==> src/verilog/ppr_regs.svh <==
`ifndef PPR_REGS_SVH
`define PPR_REGS_SVH

// Register map, byte address on an 8-bit plain port
`define PPR_ADDR_W        8
`define PPR_DATA_W        32
`define PPR_IN_BASE       8'h00
`define PPR_IN_LAST       8'h21
`define PPR_OUT_REGION    2'b01
`define PPR_CTRL_ADDR     8'h80
`define PPR_IDX_MSB       5
`define PPR_RGN_MSB       7
`define PPR_RGN_LSB       6

// Control register fields
`define PPR_CTRL_LOCK_BIT 0
`define PPR_CTRL_ONCE_BIT 1
`define PPR_LOCK_RST      1'b0

// Selector field
`define PPR_SEL_LSB       0
`define PPR_SEL_MSB       3
`define PPR_SEL_RST       4'h0
`define PPR_SEL_NULL      4'h0

// Peripheral input counts per pin group and their first flat index
`define PPR_N_IN          34
`define PPR_G1_N          9
`define PPR_G2_N          8
`define PPR_G3_N          9
`define PPR_G4_N          8
`define PPR_G1_BASE       0
`define PPR_G2_BASE       9
`define PPR_G3_BASE       17
`define PPR_G4_BASE       26
`define PPR_PINS          16

// Reserved selector codes per group, one bit per code
`define PPR_G1_RSV        16'h4200
`define PPR_G2_RSV        16'h0000
`define PPR_G3_RSV        16'h0100
`define PPR_G4_RSV        16'hC400

`endif

==> src/verilog/ppr_pkg.sv <==
package ppr_pkg;

	typedef logic [3:0] ppr_sel_t;

	typedef enum logic [1:0]
	{
		PPR_RGN_NONE = 2'b00,
		PPR_RGN_IN   = 2'b01,
		PPR_RGN_OUT  = 2'b10,
		PPR_RGN_CTRL = 2'b11
	} ppr_region_t;

endpackage

==> src/verilog/ppr_top.sv <==
// Summary of operation
// RQ1: Input and output routing use separate selectors
// RQ2: Each peripheral input has a 4-bit pin selector
// RQ3: Each pin has a 4-bit output selector
// RQ4: Output code zero disconnects; reset to zero
// RQ5: Group one inputs; codes 9, 14 reserved
// RQ6: Group two inputs use all sixteen codes
// RQ7: Group three inputs; code 8 reserved
// RQ8: Group four inputs; codes 10, 14, 15 reserved
// RQ9: Software avoids codes absent on small packages
// RQ10: Software avoids CAN receive selector without CAN
// RQ11: Software avoids pin shared with USB ID
// RQ12: Lock set makes selector writes silently ignored
// RQ13: Lock-once option keeps lock until reset
// RQ14: Remap wins over digital, never over analog
// RQ15: Reserved or absent code feeds inactive level
// RQ16: Selector write steers routing next cycle
//
// Chosen here: the register addresses and the address-and-strobe port.
`timescale 1ns/1ps
`include "ppr_regs.svh"

////////////////////////////////////////////////////////////////////////////////
// One pin group: input synchroniser, input muxes, output muxes

module ppr_group #(
	parameter int          N_IN  = 9,
	parameter logic [15:0] RSV   = 16'h0000,
	parameter logic [15:0] AVAIL = 16'hFFFF,
	parameter logic [15:0] IDLE  = 16'h0000
) (
	input  wire logic                 clk,          // System clock
	input  wire logic                 rst_n,        // Async reset, active low
	input  wire logic [15:0]          pin_in,       // Pin levels, asynchronous
	input  wire logic [15:0]          pin_analog,   // Pin in analog mode
	input  wire logic [15:0]          periph_out,   // Peripheral outputs, code 0 unused
	input  wire logic [N_IN*4-1:0]    in_sel,       // Input selectors, flat
	input  wire logic [63:0]          out_sel,      // Output selectors, flat
	output logic      [N_IN-1:0]      periph_in,    // Routed peripheral inputs
	output logic      [15:0]          pin_out,      // Pin output level
	output logic      [15:0]          pin_oe        // Pin owned by a remapped output
);

	logic [15:0]     sync1_ff;
	logic [15:0]     sync2_ff;
	logic [N_IN-1:0] nxt_periph_in;
	logic [15:0]     nxt_pin_out;
	logic [15:0]     nxt_pin_oe;

	if (N_IN < 1 || N_IN > 16)
	begin : g_bad_n_in
		$error("ppr_group: N_IN must lie in 1..16");
	end

	always_ff @(posedge clk or negedge rst_n)
	begin
		if (!rst_n)
		begin
			sync1_ff <= 16'h0000;
			sync2_ff <= 16'h0000;
		end
		else
		begin
			sync1_ff <= pin_in;
			sync2_ff <= sync1_ff;
		end
	end

	always_comb
	begin
		ppr_pkg::ppr_sel_t code;
		code = `PPR_SEL_NULL;
		nxt_periph_in = '0;
		for (int i = 0; i < N_IN; i++)
		begin
			// Reserved or absent codes feed the idle level, never a stray pin
			code = in_sel[i*4 +: 4]; // see RQ2
			if (!RSV[code] && AVAIL[code]) // see RQ5 see RQ6 see RQ7 see RQ8 see RQ9
				nxt_periph_in[i] = sync2_ff[code] & ~pin_analog[code]; // see RQ14
			else
				nxt_periph_in[i] = IDLE[i]; // see RQ15
		end
	end

	always_comb
	begin
		ppr_pkg::ppr_sel_t code;
		code = `PPR_SEL_NULL;
		nxt_pin_out = 16'h0000;
		nxt_pin_oe = 16'h0000;
		for (int p = 0; p < `PPR_PINS; p++)
		begin
			// An analog pin keeps its analog function; remap never drives it
			code = out_sel[p*4 +: 4]; // see RQ3
			if (code != `PPR_SEL_NULL && !pin_analog[p]) // see RQ4 see RQ14
			begin
				nxt_pin_oe[p] = 1'b1;
				nxt_pin_out[p] = periph_out[code];
			end
		end
	end

	always_ff @(posedge clk or negedge rst_n)
	begin
		if (!rst_n)
		begin
			periph_in <= '0;
			pin_out <= 16'h0000;
			pin_oe <= 16'h0000;
		end
		else
		begin
			periph_in <= nxt_periph_in;
			pin_out <= nxt_pin_out;
			pin_oe <= nxt_pin_oe;
		end
	end

endmodule

////////////////////////////////////////////////////////////////////////////////
// Top: register port, selector storage, lock, four pin groups

module ppr_top #(
	parameter logic [15:0] G1_AVAIL = 16'hFFFF,
	parameter logic [15:0] G2_AVAIL = 16'hFFFF,
	parameter logic [15:0] G3_AVAIL = 16'hFFFF,
	parameter logic [15:0] G4_AVAIL = 16'hFFFF,
	parameter logic [15:0] G1_IDLE  = 16'h0000,
	parameter logic [15:0] G2_IDLE  = 16'h0000,
	parameter logic [15:0] G3_IDLE  = 16'h0000,
	parameter logic [15:0] G4_IDLE  = 16'h0000
) (
	input  wire logic        clk,           // System clock, 50 MHz
	input  wire logic        rst_n,         // Async reset, active low
	input  wire logic [7:0]  reg_addr,      // Register byte address
	input  wire logic [31:0] reg_wdata,     // Write data
	input  wire logic        reg_we,        // Write strobe
	input  wire logic        reg_re,        // Read strobe
	output logic      [31:0] reg_rdata,     // Read data, cycle after strobe
	input  wire logic        lock_once_opt, // One write session option
	output logic             lock_state,    // Remap lock bit
	input  wire logic [15:0] g1_pin_in,     // Group one pin levels
	input  wire logic [15:0] g2_pin_in,     // Group two pin levels
	input  wire logic [15:0] g3_pin_in,     // Group three pin levels
	input  wire logic [15:0] g4_pin_in,     // Group four pin levels
	input  wire logic [15:0] g1_pin_analog, // Group one analog mode
	input  wire logic [15:0] g2_pin_analog, // Group two analog mode
	input  wire logic [15:0] g3_pin_analog, // Group three analog mode
	input  wire logic [15:0] g4_pin_analog, // Group four analog mode
	input  wire logic [15:0] g1_periph_out, // Group one peripheral outputs
	input  wire logic [15:0] g2_periph_out, // Group two peripheral outputs
	input  wire logic [15:0] g3_periph_out, // Group three peripheral outputs
	input  wire logic [15:0] g4_periph_out, // Group four peripheral outputs
	output logic      [8:0]  g1_periph_in,  // Group one routed inputs
	output logic      [7:0]  g2_periph_in,  // Group two routed inputs
	output logic      [8:0]  g3_periph_in,  // Group three routed inputs
	output logic      [7:0]  g4_periph_in,  // Group four routed inputs
	output logic      [15:0] g1_pin_out,    // Group one pin output level
	output logic      [15:0] g2_pin_out,    // Group two pin output level
	output logic      [15:0] g3_pin_out,    // Group three pin output level
	output logic      [15:0] g4_pin_out,    // Group four pin output level
	output logic      [15:0] g1_pin_oe,     // Group one pin owned by remap
	output logic      [15:0] g2_pin_oe,     // Group two pin owned by remap
	output logic      [15:0] g3_pin_oe,     // Group three pin owned by remap
	output logic      [15:0] g4_pin_oe      // Group four pin owned by remap
);

	ppr_pkg::ppr_sel_t     in_sel_ff [`PPR_N_IN];
	ppr_pkg::ppr_sel_t     out_sel_ff [4*`PPR_PINS];
	logic                  lock_ff;
	logic [31:0]           reg_rdata_ff;
	ppr_pkg::ppr_region_t  region;
	logic [5:0]            idx;
	logic                  sel_wr_ok;
	logic [`PPR_N_IN*4-1:0] in_flat;
	logic [255:0]          out_flat;

	assign reg_rdata = reg_rdata_ff;
	assign lock_state = lock_ff;

	////////////////////////////////////////////////////////////////////////////
	// Elaboration checks: group slices must tile the input selector map

	if (`PPR_G1_N + `PPR_G2_N + `PPR_G3_N + `PPR_G4_N != `PPR_N_IN)
	begin : g_bad_in_count
		$error("ppr_top: group input counts do not add up to the input count");
	end

	if (`PPR_G2_BASE != `PPR_G1_BASE + `PPR_G1_N || `PPR_G3_BASE != `PPR_G2_BASE + `PPR_G2_N
		|| `PPR_G4_BASE != `PPR_G3_BASE + `PPR_G3_N)
	begin : g_bad_base
		$error("ppr_top: group base indices overlap or leave gaps");
	end

	if (`PPR_IN_LAST != `PPR_N_IN - 1)
	begin : g_bad_in_last
		$error("ppr_top: last input selector address does not match the input count");
	end

	////////////////////////////////////////////////////////////////////////////
	// Address decode

	always_comb
	begin
		region = ppr_pkg::PPR_RGN_NONE;
		idx = reg_addr[`PPR_IDX_MSB:0];
		if (reg_addr <= `PPR_IN_LAST)
			region = ppr_pkg::PPR_RGN_IN;
		else if (reg_addr[`PPR_RGN_MSB:`PPR_RGN_LSB] == `PPR_OUT_REGION)
			region = ppr_pkg::PPR_RGN_OUT;
		else if (reg_addr == `PPR_CTRL_ADDR)
			region = ppr_pkg::PPR_RGN_CTRL;
	end

	assign sel_wr_ok = reg_we && !lock_ff; // see RQ12

	////////////////////////////////////////////////////////////////////////////
	// Selector storage

	always_ff @(posedge clk or negedge rst_n)
	begin
		if (!rst_n)
		begin
			for (int i = 0; i < `PPR_N_IN; i++)
				in_sel_ff[i] <= `PPR_SEL_RST;
		end
		else if (sel_wr_ok && region == ppr_pkg::PPR_RGN_IN)
		begin
			in_sel_ff[idx] <= reg_wdata[`PPR_SEL_MSB:`PPR_SEL_LSB]; // see RQ2 see RQ16
		end
	end

	always_ff @(posedge clk or negedge rst_n)
	begin
		if (!rst_n)
		begin
			for (int i = 0; i < 4*`PPR_PINS; i++)
				out_sel_ff[i] <= `PPR_SEL_RST; // see RQ4
		end
		else if (sel_wr_ok && region == ppr_pkg::PPR_RGN_OUT)
		begin
			out_sel_ff[idx] <= reg_wdata[`PPR_SEL_MSB:`PPR_SEL_LSB]; // see RQ3 see RQ16
		end
	end

	////////////////////////////////////////////////////////////////////////////
	// Remap lock

	always_ff @(posedge clk or negedge rst_n)
	begin
		if (!rst_n)
			lock_ff <= `PPR_LOCK_RST;
		else if (reg_we && region == ppr_pkg::PPR_RGN_CTRL)
		begin
			// The option is a static fuse level, read here without a synchroniser
			if (!(lock_ff && lock_once_opt)) // see RQ13
				lock_ff <= reg_wdata[`PPR_CTRL_LOCK_BIT];
		end
	end

	////////////////////////////////////////////////////////////////////////////
	// Read data

	always_ff @(posedge clk or negedge rst_n)
	begin
		if (!rst_n)
			reg_rdata_ff <= 32'h0000_0000;
		else
		begin
			// Read data stand for one cycle only, then fall back to zero
			reg_rdata_ff <= 32'h0000_0000;
			if (reg_re)
			begin
				unique case (region)
					ppr_pkg::PPR_RGN_IN:
						reg_rdata_ff[`PPR_SEL_MSB:`PPR_SEL_LSB] <= in_sel_ff[idx];
					ppr_pkg::PPR_RGN_OUT:
						reg_rdata_ff[`PPR_SEL_MSB:`PPR_SEL_LSB] <= out_sel_ff[idx];
					ppr_pkg::PPR_RGN_CTRL:
					begin
						reg_rdata_ff[`PPR_CTRL_LOCK_BIT] <= lock_ff;
						reg_rdata_ff[`PPR_CTRL_ONCE_BIT] <= lock_once_opt;
					end
					ppr_pkg::PPR_RGN_NONE:
						reg_rdata_ff <= 32'h0000_0000;
				endcase
			end
		end
	end

	////////////////////////////////////////////////////////////////////////////
	// Flatten selectors; input and output sets are independent

	always_comb
	begin
		in_flat = '0;
		out_flat = '0;
		for (int i = 0; i < `PPR_N_IN; i++)
			in_flat[i*4 +: 4] = in_sel_ff[i]; // see RQ1
		for (int i = 0; i < 4*`PPR_PINS; i++)
			out_flat[i*4 +: 4] = out_sel_ff[i]; // see RQ1
	end

	ppr_group #(
		.N_IN  (`PPR_G1_N),
		.RSV   (`PPR_G1_RSV),
		.AVAIL (G1_AVAIL),
		.IDLE  (G1_IDLE)
	) u_g1 (
		.clk        (clk),
		.rst_n      (rst_n),
		.pin_in     (g1_pin_in),
		.pin_analog (g1_pin_analog),
		.periph_out (g1_periph_out),
		.in_sel     (in_flat[`PPR_G1_BASE*4 +: `PPR_G1_N*4]),
		.out_sel    (out_flat[0 +: 64]),
		.periph_in  (g1_periph_in),
		.pin_out    (g1_pin_out),
		.pin_oe     (g1_pin_oe)
	);

	ppr_group #(
		.N_IN  (`PPR_G2_N),
		.RSV   (`PPR_G2_RSV),
		.AVAIL (G2_AVAIL),
		.IDLE  (G2_IDLE)
	) u_g2 (
		.clk        (clk),
		.rst_n      (rst_n),
		.pin_in     (g2_pin_in),
		.pin_analog (g2_pin_analog),
		.periph_out (g2_periph_out),
		.in_sel     (in_flat[`PPR_G2_BASE*4 +: `PPR_G2_N*4]),
		.out_sel    (out_flat[64 +: 64]),
		.periph_in  (g2_periph_in),
		.pin_out    (g2_pin_out),
		.pin_oe     (g2_pin_oe)
	);

	ppr_group #(
		.N_IN  (`PPR_G3_N),
		.RSV   (`PPR_G3_RSV),
		.AVAIL (G3_AVAIL),
		.IDLE  (G3_IDLE)
	) u_g3 (
		.clk        (clk),
		.rst_n      (rst_n),
		.pin_in     (g3_pin_in),
		.pin_analog (g3_pin_analog),
		.periph_out (g3_periph_out),
		.in_sel     (in_flat[`PPR_G3_BASE*4 +: `PPR_G3_N*4]),
		.out_sel    (out_flat[128 +: 64]),
		.periph_in  (g3_periph_in),
		.pin_out    (g3_pin_out),
		.pin_oe     (g3_pin_oe)
	);

	ppr_group #(
		.N_IN  (`PPR_G4_N),
		.RSV   (`PPR_G4_RSV),
		.AVAIL (G4_AVAIL),
		.IDLE  (G4_IDLE)
	) u_g4 (
		.clk        (clk),
		.rst_n      (rst_n),
		.pin_in     (g4_pin_in),
		.pin_analog (g4_pin_analog),
		.periph_out (g4_periph_out),
		.in_sel     (in_flat[`PPR_G4_BASE*4 +: `PPR_G4_N*4]),
		.out_sel    (out_flat[192 +: 64]),
		.periph_in  (g4_periph_in),
		.pin_out    (g4_pin_out),
		.pin_oe     (g4_pin_oe)
	);

endmodule

==> config.mk <==
export PLATFORM = sky130hd
export DESIGN_NAME = ppr_top
export DESIGN_NICKNAME = d
export VERILOG_FILES = /design/src/verilog/ppr_pkg.sv /design/src/verilog/ppr_top.sv
export VERILOG_INCLUDE_DIRS = /design/src /design/src/verilog
export SDC_FILE = /design/constraint.sdc
export NUM_CORES = 1
export LEC_CHECK = 0
export ABC_AREA = 1
export BUFFER_PORTS_ARGS = -buffer_cell sky130_fd_sc_hd__buf_2
export CAP_MARGIN = 30
export CORE_MARGIN = 2
export CORE_UTILIZATION = 40
export CTS_CLUSTER_SIZE = 14
export DETAILED_ROUTE_END_ITERATION = 16
export PLACE_DENSITY_LB_ADDON = 0.1
export SLEW_MARGIN = 10
export SYNTH_ARGS = -nofsm -noshare
export SYNTH_HDL_FRONTEND = slang
export SYNTH_SLANG_ARGS = --single-unit
==> constraint.sdc <==
create_clock -name clk -period 3.53 [get_ports clk]
set_clock_uncertainty 0.05 [all_clocks]
set_input_delay 0.706 -clock clk [delete_from_list [all_inputs] [get_ports clk]]
set_output_delay 0.706 -clock clk [all_outputs]
set_load 0.02 [all_outputs]
==> metrics <==
routing usage on met2=50.07%; Post-CTS Setup Bufs=0; GR peak layer=met2; pwr dens=437.6 mW/mm^2; nets=6,324; post-DP HPWL=108,900 um; Initial DRC Count=4,466; Post-CTS Hold Buffers=0; max_slew headroom=35.97%; FF+latch area=0.01689 mm^2; Post-synth EDFFs=0; fraction of registers with async set/reset=100.0%; Hold Path Class=in -> async; grt met3 use=5.634%; Mapped Cells=5,836; Resize count post-CTS=0; sw frac=30.07%; syn_area_per_cell=6.935 um^2; Final setup viols=0; I/O Buffers=369; Remaining DRCs=0; startpoint types=input port; Horiz. Die Dim=322.1 um; RR Startpoint=lock_state$_DFFE_PN0P_; Longest Clk Path Bufs=3; GRT overflow=0; H-Tree Depth=3; Root Buffer=clkbuf_16; vias in the first global route=38.55k; actual slew at the worst max-slew pin=~0.96 ns; gr usage total=between 30% and 40%; sequential share of power=about two fifths; switching power=between 0.006 and 0.007 W; GR Util met1=40.33%; initial core utilization=40.41%; Routed Antenna Nets=0; crit path from=reg_addr[0]; DR WL/cell=~22 um; Comb pwr share=15.3%; most common cell in the netlist=nand2_1; Period minus WS final=2.922 ns; Fillers=~10k; Yosys top cell area share=41.73%; Req. time, crit path=4.01 ns; sequential share of the synthesized area=41.73%; top post-synthesis cells by area=dfrtp_1, nand2_1, o21ai_0, a21oi_1, inv_1; VDD IR max=0.3260 mV; core box area=0.1001 mm^2; Sinks on Clock Net=675; initial antenna violation count=11; CP Cell Sequence=clkbuf_8 -> inv_4 -> nand2_2 -> inv_2 -> nand2_1 -> nor3_2 -> a21oi_1 -> inv_1 -> ha_1 -> nand3_2 -> buf_4 -> nor2_4 -> nand2_1 -> nand2_1 -> o21ai_0; Fmax=0.3423 GHz; Total Neg Setup Slack=0 ns; status=completed; RSZ-0062 raised after global routing=false; Int Power=about 0.014 W; CTS buffer count=81; Clk pwr share=42.9%; Post-Place Cell Area=0.04352 mm^2; post-synthesis cell type count=42; GPL Wtd Cong=0.9100; WS Path Type=in -> reg; clock tree from TritonCTS=built; P&R area growth vs syn=14.31%; layout cell share with drive strength beyond 1=10.56%; largest net degree at the start of global routing=194; Final Hold Viols=0; routed wire length=163,000 um; Synth Flop Type=dfrtp_1; Mapped Area=a little over 0.04 mm^2; area leader, netlist=dfrtp_1; pins over their slew limit=0; most frequent CP cell=nand2_1; P_leak=21.08 nW; die outline area=0.1037 mm^2; first drt pass iteration count=6; crit path DAT=3.40 ns; CP max FO=8; Seq cells post-synth=675; CP max stage cell=nor2_4; Power Total=0.02025 W; via/cell ratio=roughly 5.6; post-route clock period utilization=roughly 83%; Placed Cells incl. Taps=7,298; CTS clk-pin slew, worst paths=around 0.060 ns; final std cells w/o fill=7,448; Vias=around 42k; Finished Cell Area=0.04627 mm^2; multi-input logic area=0.02022 mm^2; IO Count=432; Max Cap Viol=0; Commonest cells post-synth=nand2_1, o21ai_0, dfrtp_1; first-pass GRT wire length=241,400 um; Die Y-Extent=322.1 um; Synth warnings=0; crit end category=flop; Clock Latency Late Sink=0.66 ns; site row count=116; Worst path max stage delay=0.60 ns
==> critical path: cells and delay by family <==
family	cells	cell delay [ns]
and+or+nand+nor	7	1.67
buffers and inverters	5	0.65
adders and majority gates	1	0.19
AOI/OAI and AO/OA	2	0.17
==> kinds of logic (layout without fill, tap and decap cells) <==
group | count (synthesis) | in the layout | synth area share, %
AO/OA/AOI/OAI | 2182 | 2182 | 28.87
AND/OR/NAND/NOR | 2125 | 2125 | 20.70
buffers and inverters | 849 | 1131 | 8.566
flip-flops | 675 | 675 | 41.73
adder cells (fa/ha/maj) | 4 | 4 | 0.1237
other | 1 | 33 | 0.009266
==> layer usage <==
layer / wire (um) / share of wire (%) / vias to the layer above
met5: 66 / 0.040 / -
met2: 75700 / 46 / 1859
met4: 6021 / 3.7 / 10
met1: 68160 / 42 / 19700
li1: - / - / 20140
met3: 13100 / 8.0 / 367
==> per-stage QoR <==
step | worst slack [ns] | hold WS (ns) | utilization (%)
floorplan | 0.4705 | 0.2812 | -
detailed placement | -0.02297 | 0.2847 | 43.46
global placement | -0.001649 | 0.2825 | 43.45
CTS | 0.6849 | 0.06158 | 46.19
finish | 0.6084 | 0.07055 | 46.20
global route | 0.4207 | 0.07121 | 46.19
==> cells in the final DEF, fill, tap and decap left out, types with 6 or more instances in the layout <==
master,instances
nand2_1,1631
o211ai_1,54
o21ai_0,1202
clkbuf_1,11
conb_1,28
clkbuf_8,10
buf_12,20
o22ai_1,95
nand3b_1,6
clkinv_1,12
nand3_1,163
inv_2,15
nor2_1,270
o221ai_1,15
buf_4,73
inv_1,496
clkinv_2,15
nand2_2,7
clkbuf_16,83
a22oi_1,10
a22o_1,6
a41oi_1,55
buf_2,367
bufinv_16,9
o21ai_1,37
nand4_1,9
nor2_2,7
a21oi_1,641
a211oi_1,12
a31oi_1,18
clkinvlp_4,11
dfrtp_1,675
nor3_1,14
o2111ai_1,13
nor2_4,10
o311ai_0,9
==> state kept, by name, summed over array words and instances, names as in the netlist, 4 cells and up <==
signal,count
u_g1.sync2_ff,14
u_g3.pin_out,16
u_g3.sync1_ff,15
reg_rdata,4
u_g2.periph_in,8
u_g2.sync1_ff,16
u_g3.sync2_ff,15
u_g2.pin_oe,16
out_flat,256
u_g2.pin_out,16
u_g4.sync1_ff,13
u_g1.pin_oe,16
u_g4.sync2_ff,13
u_g4.pin_out,16
u_g4.periph_in,8
u_g1.pin_out,16
u_g4.pin_oe,16
u_g1.sync1_ff,14
in_flat,136
u_g3.pin_oe,16
u_g2.sync2_ff,16
u_g3.periph_in,9
u_g1.periph_in,9
==> power by group through the flow <==
stage          Combinational, W  Clock [W]  Sequential, W
6_report                0.00310    0.00868        0.00847
2_1_floorplan           0.00173          0        0.00857
5_1_grt                 0.00340    0.00919        0.00851
3_5_place_dp            0.00305          0        0.00860
4_1_cts                 0.00307    0.00887        0.00846
3_3_place_gp            0.00303          0        0.00860
==> final timing paths <==
| kind | end | slack (ns) | cells past startpoint |
|---|---|---|---|
| worst max register to register | out_flat[68]$_DFFE_PN0P_ | 1.19 | 7 |
| max in group asynchronous | u_g2.pin_oe[14]$_DFF_PN0_ | 2.43 | 2 |
| worst min register to register | u_g4.sync2_ff[6]$_DFF_PN0_ | 0.29 | 0 |
| min in group clk | u_g3.sync1_ff[15]$_DFF_PN0_ | 0.10 | 1 |
| worst min-delay path | out_flat[0]$_DFFE_PN0P_ | 0.07 | 1 |
| worst max-delay path | out_flat[68]$_DFFE_PN0P_ | 0.61 | 15 |
==> final cells by class <==
| type | count | share of cell area, % |
|---|---|---|
| inverter | 524 | 4.257 |
| tap | 1298 | 3.510 |
| clock buffer | 103 | 4.846 |
| antenna | 5 | 0.02704 |
| multi-input combinational | 4339 | 43.71 |
| clock inverter | 42 | 1.057 |
| sequential | 675 | 36.51 |
| timing repair buffer | 462 | 6.082 |
(Power assumes the default switching activity.)
